### src/shared/wct_pkg.sv
`default_nettype none
// ----------------------------------------------------------------------------
// wide counter shared definitions
// ----------------------------------------------------------------------------
package wct_pkg;
  // register byte offsets on the avalon word bus
  localparam logic [3:0] OFS_CONTROL = 4'h0;
  localparam logic [3:0] OFS_COUNT_LOW = 4'h4;
  localparam logic [3:0] OFS_COUNT_HIGH = 4'h8;
  localparam logic [3:0] OFS_STATUS = 4'hc;
  // control field positions
  localparam int BIT_RUN = 0;
  localparam int BIT_CLK_SRC = 1;
  localparam int BIT_SYNC_BYPASS = 2;
  localparam int BIT_ROUTE_LO = 3;
  localparam int BIT_PRESCALE_LO = 4;
  localparam int BIT_PRESCALE_HI = 5;
  localparam int BIT_ROUTE_HI = 6;
  localparam int BIT_WIDE = 7;
  // status field positions
  localparam int BIT_OVF_FLAG = 0;
  localparam int BIT_OVF_IRQ_EN = 1;
  // reset values
  localparam logic [7:0] RST_CONTROL = 8'h00;
  localparam logic [7:0] RST_BYTE = 8'h00;
  localparam logic [2:0] RST_PRESCALE = 3'h0;
  // instruction cycle is the system clock divided by four
  localparam logic [1:0] INSTR_DIV_LAST = 2'h3;
  // sticky overflow flag cleared by writing one; irq enable written directly
  typedef struct packed {
    logic flag;
    logic irq_enable;
  } wct_ovf_t;
endpackage
`default_nettype wire

### src/logic/wct_top.sv
`timescale 1ns/1ns
`default_nettype none
module wct_top (
  // clock and reset
  input wire logic CLK_SYS,
  input wire logic RST_N,
  // avalon-mm slave
  input wire logic [3:0] AVS_ADDRESS,
  input wire logic AVS_READ,
  input wire logic AVS_WRITE,
  input wire logic [31:0] AVS_WRITEDATA,
  output logic [31:0] AVS_READDATA,
  output logic AVS_WAITREQUEST,
  // external clock sources
  input wire logic EXT_CLOCK_PIN,
  input wire logic LP_OSC_CLOCK,
  input wire logic LP_OSC_ENABLE,
  // port pin direction bits for the oscillator pins
  input wire logic [1:0] PORT_DIRECTION_BITS,
  output logic [1:0] PORT_DIRECTION_READ,
  output logic [1:0] OSC_PIN_FORCE_INPUT,
  // capture/compare interface
  input wire logic SPECIAL_EVENT_ONE,
  input wire logic SPECIAL_EVENT_TWO,
  output logic [15:0] COUNT_VALUE,
  output logic UNIT_ONE_USES_WIDE,
  output logic UNIT_TWO_USES_WIDE,
  // overflow
  output logic OVERFLOW_FLAG,
  output logic OVERFLOW_IRQ
);
  // --------------------------------------------------------------------------
  // state
  // --------------------------------------------------------------------------
  logic [7:0] control;
  logic [7:0] count_low_byte;
  logic [7:0] count_high;
  logic [7:0] count_high_buffer;
  logic [2:0] prescale;
  logic [1:0] instr_div;
  wct_pkg::wct_ovf_t ovf;
  logic ack;
  logic [31:0] rdata;
  logic ext_rise;

  // --------------------------------------------------------------------------
  // decode
  // --------------------------------------------------------------------------
  // wait state: one cycle of waitrequest before every access completes
  wire req = AVS_READ || AVS_WRITE;
  wire acc = req && ack;
  wire wr = AVS_WRITE && acc;
  wire rd = AVS_READ && acc;
  wire wr_ctl = wr && (AVS_ADDRESS == wct_pkg::OFS_CONTROL);
  wire wr_low = wr && (AVS_ADDRESS == wct_pkg::OFS_COUNT_LOW);
  wire wr_high = wr && (AVS_ADDRESS == wct_pkg::OFS_COUNT_HIGH);
  wire wr_stat = wr && (AVS_ADDRESS == wct_pkg::OFS_STATUS);
  wire rd_low = rd && (AVS_ADDRESS == wct_pkg::OFS_COUNT_LOW);
  wire [7:0] wbyte = AVS_WRITEDATA[7:0];
  wire run = control[wct_pkg::BIT_RUN];
  wire ext_src = control[wct_pkg::BIT_CLK_SRC];
  wire wide = control[wct_pkg::BIT_WIDE];
  wire [1:0] ps_sel = {control[wct_pkg::BIT_PRESCALE_HI], control[wct_pkg::BIT_PRESCALE_LO]};
  wire [1:0] route = {control[wct_pkg::BIT_ROUTE_HI], control[wct_pkg::BIT_ROUTE_LO]};

  // --------------------------------------------------------------------------
  // clock source and prescaler
  // --------------------------------------------------------------------------
  // selected external source; oscillator wins while enabled
  wire ext_in = LP_OSC_ENABLE ? LP_OSC_CLOCK : EXT_CLOCK_PIN;

  wct_edge_detect u_edge (
    .clk(CLK_SYS),
    .rst_n(RST_N),
    .bypass(control[wct_pkg::BIT_SYNC_BYPASS]),
    .pin(ext_in),
    .rise(ext_rise)
  );

  // one pulse per instruction cycle
  wire instr_tick = (instr_div == wct_pkg::INSTR_DIV_LAST);
  // sync bit unused on internal source
  wire src_tick = ext_src ? ext_rise : instr_tick;
  wire in_tick = run && src_tick;

  // prescaler terminal count per ratio
  function automatic logic ps_done(input logic [1:0] sel, input logic [2:0] cnt);
    logic [2:0] last;
    last = 3'h0;
    case (sel)
      2'h0: last = 3'h0;
      2'h1: last = 3'h1;
      2'h2: last = 3'h3;
      default: last = 3'h7;
    endcase
    return cnt == last;
  endfunction

  wire ps_hit = in_tick && ps_done(ps_sel, prescale);
  wire [15:0] count = {count_high, count_low_byte};
  wire [15:0] count_inc = count + 16'h0001;
  wire wrap = ps_hit && (count == 16'hffff);

  // special event from a unit whose time base is this counter
  wire unit_one_here = route[1];
  wire unit_two_here = route[1] || route[0];
  wire sev = (SPECIAL_EVENT_ONE && unit_one_here) || (SPECIAL_EVENT_TWO && unit_two_here);

  // --------------------------------------------------------------------------
  // registers
  // --------------------------------------------------------------------------
  // bus handshake and control register
  always_ff @(posedge CLK_SYS) begin
    if (!RST_N) begin
      ack <= 1'b0;
      control <= wct_pkg::RST_CONTROL;
      instr_div <= 2'h0;
    end else begin
      ack <= req && !ack;
      instr_div <= instr_div + 2'h1;
      if (wr_ctl) begin
        control <= wbyte;
      end
    end
  end

  // prescaler
  always_ff @(posedge CLK_SYS) begin
    if (!RST_N) begin
      prescale <= wct_pkg::RST_PRESCALE;
    end else if (wr_low) begin
      prescale <= wct_pkg::RST_PRESCALE;
    end else if (ps_hit) begin
      prescale <= 3'h0;
    end else if (in_tick) begin
      prescale <= prescale + 3'h1;
    end
  end

  // counter low byte; software write beats special event beats count
  always_ff @(posedge CLK_SYS) begin
    if (!RST_N) begin
      count_low_byte <= wct_pkg::RST_BYTE;
    end else if (wr_low) begin
      count_low_byte <= wbyte;
    end else if (sev) begin
      count_low_byte <= 8'h00;
    end else if (ps_hit) begin
      count_low_byte <= count_inc[7:0];
    end
  end

  // counter high byte
  always_ff @(posedge CLK_SYS) begin
    if (!RST_N) begin
      count_high <= wct_pkg::RST_BYTE;
    end else if (wide && wr_low) begin
      count_high <= count_high_buffer;
    end else if (!wide && wr_high) begin
      count_high <= wbyte;
    end else if (wr_low) begin
      count_high <= count_high;
    end else if (sev && !(wr_high && !wide)) begin
      count_high <= 8'h00;
    end else if (ps_hit) begin
      count_high <= count_inc[15:8];
    end
  end

  // high byte buffer
  always_ff @(posedge CLK_SYS) begin
    if (!RST_N) begin
      count_high_buffer <= wct_pkg::RST_BYTE;
    end else if (wide && wr_high) begin
      count_high_buffer <= wbyte;
    end else if (wide && rd_low) begin
      count_high_buffer <= count_high;
    end
  end

  // overflow status; hardware set beats software clear
  always_ff @(posedge CLK_SYS) begin
    if (!RST_N) begin
      ovf <= '0;
    end else begin
      if (wr_stat) begin
        ovf.irq_enable <= AVS_WRITEDATA[wct_pkg::BIT_OVF_IRQ_EN];
      end
      if (wrap && !sev) begin
        ovf.flag <= 1'b1;
      end else if (wr_stat && AVS_WRITEDATA[wct_pkg::BIT_OVF_FLAG]) begin
        ovf.flag <= 1'b0;
      end
    end
  end

  // --------------------------------------------------------------------------
  // read path
  // --------------------------------------------------------------------------
  // high address reads buffer in wide mode, true byte otherwise
  wire [7:0] high_view = wide ? count_high_buffer : count_high;
  wire [7:0] stat_view = {6'h00, ovf.irq_enable, ovf.flag};
  wire [7:0] rsel = (AVS_ADDRESS == wct_pkg::OFS_CONTROL) ? control :
                    (AVS_ADDRESS == wct_pkg::OFS_COUNT_LOW) ? count_low_byte :
                    (AVS_ADDRESS == wct_pkg::OFS_COUNT_HIGH) ? high_view :
                    (AVS_ADDRESS == wct_pkg::OFS_STATUS) ? stat_view : 8'h00;

  // read data registered at the end of the wait cycle, one edge before completion
  always_ff @(posedge CLK_SYS) begin
    if (!RST_N) begin
      rdata <= 32'h0000_0000;
    end else if (AVS_READ && !ack) begin
      rdata <= {24'h000000, rsel};
    end
  end

  // --------------------------------------------------------------------------
  // outputs
  // --------------------------------------------------------------------------
  assign AVS_READDATA = rdata;
  assign AVS_WAITREQUEST = req && !ack;
  assign OSC_PIN_FORCE_INPUT = {LP_OSC_ENABLE, LP_OSC_ENABLE};
  assign PORT_DIRECTION_READ = LP_OSC_ENABLE ? 2'h0 : PORT_DIRECTION_BITS;
  assign COUNT_VALUE = count;
  assign UNIT_ONE_USES_WIDE = unit_one_here;
  assign UNIT_TWO_USES_WIDE = unit_two_here;
  assign OVERFLOW_FLAG = ovf.flag;
  assign OVERFLOW_IRQ = ovf.flag && ovf.irq_enable;
endmodule
`default_nettype wire

### src/logic/wct_edge_detect.sv
`timescale 1ns/1ns
`default_nettype none
// ----------------------------------------------------------------------------
// external clock edge qualifier
// ----------------------------------------------------------------------------
module wct_edge_detect (
  // clock and reset
  input wire logic clk,
  input wire logic rst_n,
  // control
  input wire logic bypass,
  // pin
  input wire logic pin,
  // qualified rising edge
  output logic rise
);
  logic sync_a;
  logic sync_b;
  logic sync_c;
  logic last;
  logic armed;
  // only the second stage reads the first; bypass skips the extra delay stage
  wire sampled = bypass ? sync_b : sync_c;

  // two-stage synchroniser plus one delay stage for the synchronised path
  always_ff @(posedge clk) begin
    if (!rst_n) begin
      sync_a <= 1'b0;
      sync_b <= 1'b0;
      sync_c <= 1'b0;
      last <= 1'b0;
      armed <= 1'b0;
    end else begin
      sync_a <= pin;
      sync_b <= sync_a;
      sync_c <= sync_b;
      last <= sampled;
      if (last && !sampled) begin
        armed <= 1'b1;
      end
    end
  end

  assign rise = armed && sampled && !last;
endmodule
`default_nettype wire

### config.mk
export PLATFORM = sky130hd
export DESIGN_NAME = wct_top
export DESIGN_NICKNAME = d
export VERILOG_FILES = /design/src/shared/wct_pkg.sv /design/src/logic/wct_top.sv /design/src/logic/wct_edge_detect.sv
export SDC_FILE = /design/constraint.sdc
export NUM_CORES = 1
export LEC_CHECK = 0
export BUFFER_PORTS_ARGS = -buffer_cell sky130_fd_sc_hd__buf_2
export CAP_MARGIN = 20
export CORE_AREA = 4 4 109 111
export CTS_BUF_LIST = sky130_fd_sc_hd__clkbuf_2 sky130_fd_sc_hd__clkbuf_4 sky130_fd_sc_hd__clkbuf_8
export DETAILED_ROUTE_END_ITERATION = 8
export DIE_AREA = 0 0 113 115
export PLACE_DENSITY = 0.61
export SLEW_MARGIN = 20
export SYNTH_ARGS = -nofsm -noshare
export SYNTH_HDL_FRONTEND = slang
export SYNTH_SLANG_ARGS = --single-unit
### constraint.sdc
create_clock -name CLK_SYS -period 4.2 [get_ports CLK_SYS]
set_input_delay 0.42 -clock CLK_SYS [delete_from_list [all_inputs] [get_ports CLK_SYS]]
set_output_delay 0.42 -clock CLK_SYS [all_outputs]
set_load 0.02 [all_outputs]
==> flow_summary.ini <==
[critical_path]
critPathMaxFanout = 6
crit-reg2reg-launch = count_low_byte[0]
cp.required_ns = 4.41
reg2reg_depth = 6
setup.worst_path.start_class = flop
timing.setup.critical_path_class = flop to flop
rrSetupSlack_ns = 1.96
setup.worst_path.end_class = flop
worst_setup_path_startpoint = count_low_byte[0]
r2r-end = count_high[4]
worstPathArrival_ns = 2.45

[place]
detailedPlace.worstSlack_ns = 1.88
port_buffers = 55
hpwlAfterDp_mm = 6.81
gp_congestion = 0.879

[floorplan]
ports = 104
initial_core_utilization_pct = 29.5
core.rowCount = 38
fp.dieArea_mm2 = 0.0130
die_height_um = 115
fp.coreArea_mm2 = 0.0108
die-width_um = 113

[routing]
vias_per_cell = 5.14
detailed_router_iteration_count_before_antenna_repair = 4
antenna_left = 0
drt_iter0_drc = 175
wl_per_cell_um = 16.4
vias = 2840
route.detailed.drc = 0
wl_mm = 9.05

[global_routing]
maximum_number_of_pins_on_one_net_before_global_route_repair = 45
first_global_vias = 2738
grt_use_total_pct = 13.7
wire_length_of_the_first_global_routing_pass_mm = 14.4
grt.overflow.total = 0
grt_antenna_before_repair = 0

[final_layout]
layout-drive-gt1-share_pct = 19.9
num-nets-final = 461
final_util_pct = 33.3
areaGrowthSynthToFinish_pct = 12.9
diodes = 0

[timing]
fin_crit_sh_pct = 53.4
fin_setup_tns_ns = 0
slew_violations = 0
worst_slew_margin_rel_pct = 52.6
rsz0062_at_grt = no
hold_violations = 0
setup_ws_ns = 1.96
fin_skew_ns = 0.00665
min_period_ns = 2.24
max_clock_freq_mhz = 446
finalSetupViolCount = 0
max_slew.worst_pin.slew_ns = 0.710

[worst_hold_path]
hold_path_sink = u_edge.sync_a
hold_depth = 3
timing.hold.worst.start = EXT_CLOCK_PIN
hold_path_class = primary input to flop

[cts]
cts-htree-levels = 2
clkSlewWorstSetupHoldPaths_ns = 0.11
cts.sink_count = 53
cts_post_setup_buffers_inserted = 0
cts_repair_resize_count = 0
cts_hold_repair.buffers = 0
cts_inserted_buffers = 5
maximum_count_of_clock_buffers_along_a_single_path = 2
cts.root.buffer_cell = sky130_fd_sc_hd__clkbuf_8
tritoncts = yes
clock_insertion_delay_worst_skew_ns = 0.31

[status]
run_status = finished clean

[logic_synthesis]
synth.area.top_cells = sky130_fd_sc_hd__dfxtp_1 (33%), sky130_fd_sc_hd__buf_4 (6.1%), sky130_fd_sc_hd__mux2i_1 (6.0%), sky130_fd_sc_hd__nor2b_1 (4.3%), sky130_fd_sc_hd__nand2_1 (4.0%)
netlist_area_mm2 = 0.00318
ys_dominant_reg_cell = sky130_fd_sc_hd__dfxtp_1
syn_area_per_cell_um2 = 8.68
synth_top_cells_by_count = sky130_fd_sc_hd__dfxtp_1 (53), sky130_fd_sc_hd__nand2_1 (34), sky130_fd_sc_hd__buf_4 (26)
yosysWarningCount = 0
number_of_different_library_cells_in_the_post_synthesis_netlist = 61
synth-async-reset-ratio_pct = 0
number_of_flops_mapped_to_enable_cells_by_yosys = 0
post_synth_inst_count = 367
yosysMostFrequentCell = sky130_fd_sc_hd__dfxtp_1
synth.largest_area_cell = sky130_fd_sc_hd__dfxtp_1
synth-seq-cells = 53
synthDominantCellAreaShare_pct = 33.3
synth.yosys.seq_area_share_pct = 33.3

[power_and_ir_drop]
power.density_cell_area_mw_per_mm2 = 273
power.leakage_nw = 1.54
total_power_uw = 980
ir_worst_vdd_mv = 0.207

[run]
max_cap_violations = 0
## layer usage
layer  vias to the layer above  global-route usage, %  share of wire [%]
met4                         0                   3.37                1.1
met5                         -                      0                  0
met2                        91                   23.3                 49
li1                       1387                      -                  -
met3                         8                   3.37                7.0
met1                      1354                   17.7                 43
## layout make-up
type,instances,area [um2]
fill,1157,7200
multi-input combinational,290,1940
sequential,53,1060
timing repair buffer,57,290
tap,140,175
clock buffer,5,68.8
clock inverter,3,50.0
inverter,4,15.0
## state kept, by name, summed over array words and instances, names as in the netlist
| register | cells |
|---|---|
| AVS_READDATA | 8 |
| control | 8 |
| count_high | 8 |
| count_high_buffer | 8 |
| count_low_byte | 8 |
| prescale | 3 |
| instr_div | 2 |
| OVERFLOW_FLAG | 1 |
| ack | 1 |
| ovf | 1 |
| u_edge.armed | 1 |
| u_edge.last | 1 |
| u_edge.sync_a | 1 |
| u_edge.sync_b | 1 |
| u_edge.sync_c | 1 |
## cells by family (layout without fill, tap and decap cells)
group           count (synthesis)  after routing  synth area share, %
compound gates                 88             88                 21.7
xor+xnor                       15             15                 4.13
fa+ha+maj                       3              3                 1.18
buf+inv                        47             69                 8.61
flops                          53             53                 33.3
mux                            21             21                 6.68
other cells                     1             24                0.118
simple gates                  139            139                 24.3
## through the flow
stage               hold slack (ns)  cells  instance area [um2]
floorplan                     0.398    390                 3270
global placement              0.409    544                 3480
detailed placement            0.419    544                 3480
CTS                           0.355    552                 3600
global route                  0.369    552                 3600
finish                        0.356    552                 3600
## critical path, cell delays in order (launching register included)
cell                      delay, ns
sky130_fd_sc_hd__dfxtp_1       0.50
sky130_fd_sc_hd__ha_1          0.27
sky130_fd_sc_hd__nand4_1       0.30
sky130_fd_sc_hd__nor4_1        0.46
sky130_fd_sc_hd__xor2_1        0.12
sky130_fd_sc_hd__a22o_1        0.21
sky130_fd_sc_hd__a221o_1       0.28
## power by group
group	total, mW	internal [mW]	switching (mW)
sequential	0.513	0.509	0.00412
combinational	0.0974	0.0283	0.0692
clock	0.369	0.183	0.186
total	0.980	0.720	0.260
## worst max path at each step
stage / endpoint / slack (ns) / cells past startpoint
2_1_floorplan: count_high[4] / 2.26 / 6
3_3_place_gp: count_high[5] / 1.91 / 6
3_5_place_dp: count_high[5] / 1.88 / 6
4_1_cts: count_high[4] / 2.01 / 6
5_1_grt: count_high[4] / 1.85 / 6
6_report: count_high[4] / 1.96 / 6
## layout by cell type (no fill, tap or decap), types with 3 or more instances in the layout
cell type / count
sky130_fd_sc_hd__inv_1: 4
sky130_fd_sc_hd__nor3_1: 5
sky130_fd_sc_hd__a221o_1: 7
sky130_fd_sc_hd__o21ai_0: 16
sky130_fd_sc_hd__a22o_1: 8
sky130_fd_sc_hd__nand2b_1: 3
sky130_fd_sc_hd__nand2_1: 34
sky130_fd_sc_hd__and2_1: 10
sky130_fd_sc_hd__a21boi_1: 5
sky130_fd_sc_hd__nor2_1: 12
sky130_fd_sc_hd__nand4_1: 7
sky130_fd_sc_hd__o211ai_1: 8
sky130_fd_sc_hd__a21oi_1: 6
sky130_fd_sc_hd__xor2_1: 11
sky130_fd_sc_hd__conb_1: 24
sky130_fd_sc_hd__and3_1: 11
sky130_fd_sc_hd__buf_2: 55
sky130_fd_sc_hd__a221oi_1: 3
sky130_fd_sc_hd__nand3_1: 17
sky130_fd_sc_hd__nor2b_1: 22
sky130_fd_sc_hd__xnor2_1: 4
sky130_fd_sc_hd__ha_1: 3
sky130_fd_sc_hd__mux2i_1: 19
sky130_fd_sc_hd__o22ai_1: 4
sky130_fd_sc_hd__dfxtp_1: 53
sky130_fd_sc_hd__clkbuf_8: 5
sky130_fd_sc_hd__o211a_1: 8
Power figures use the tool's default switching activity.
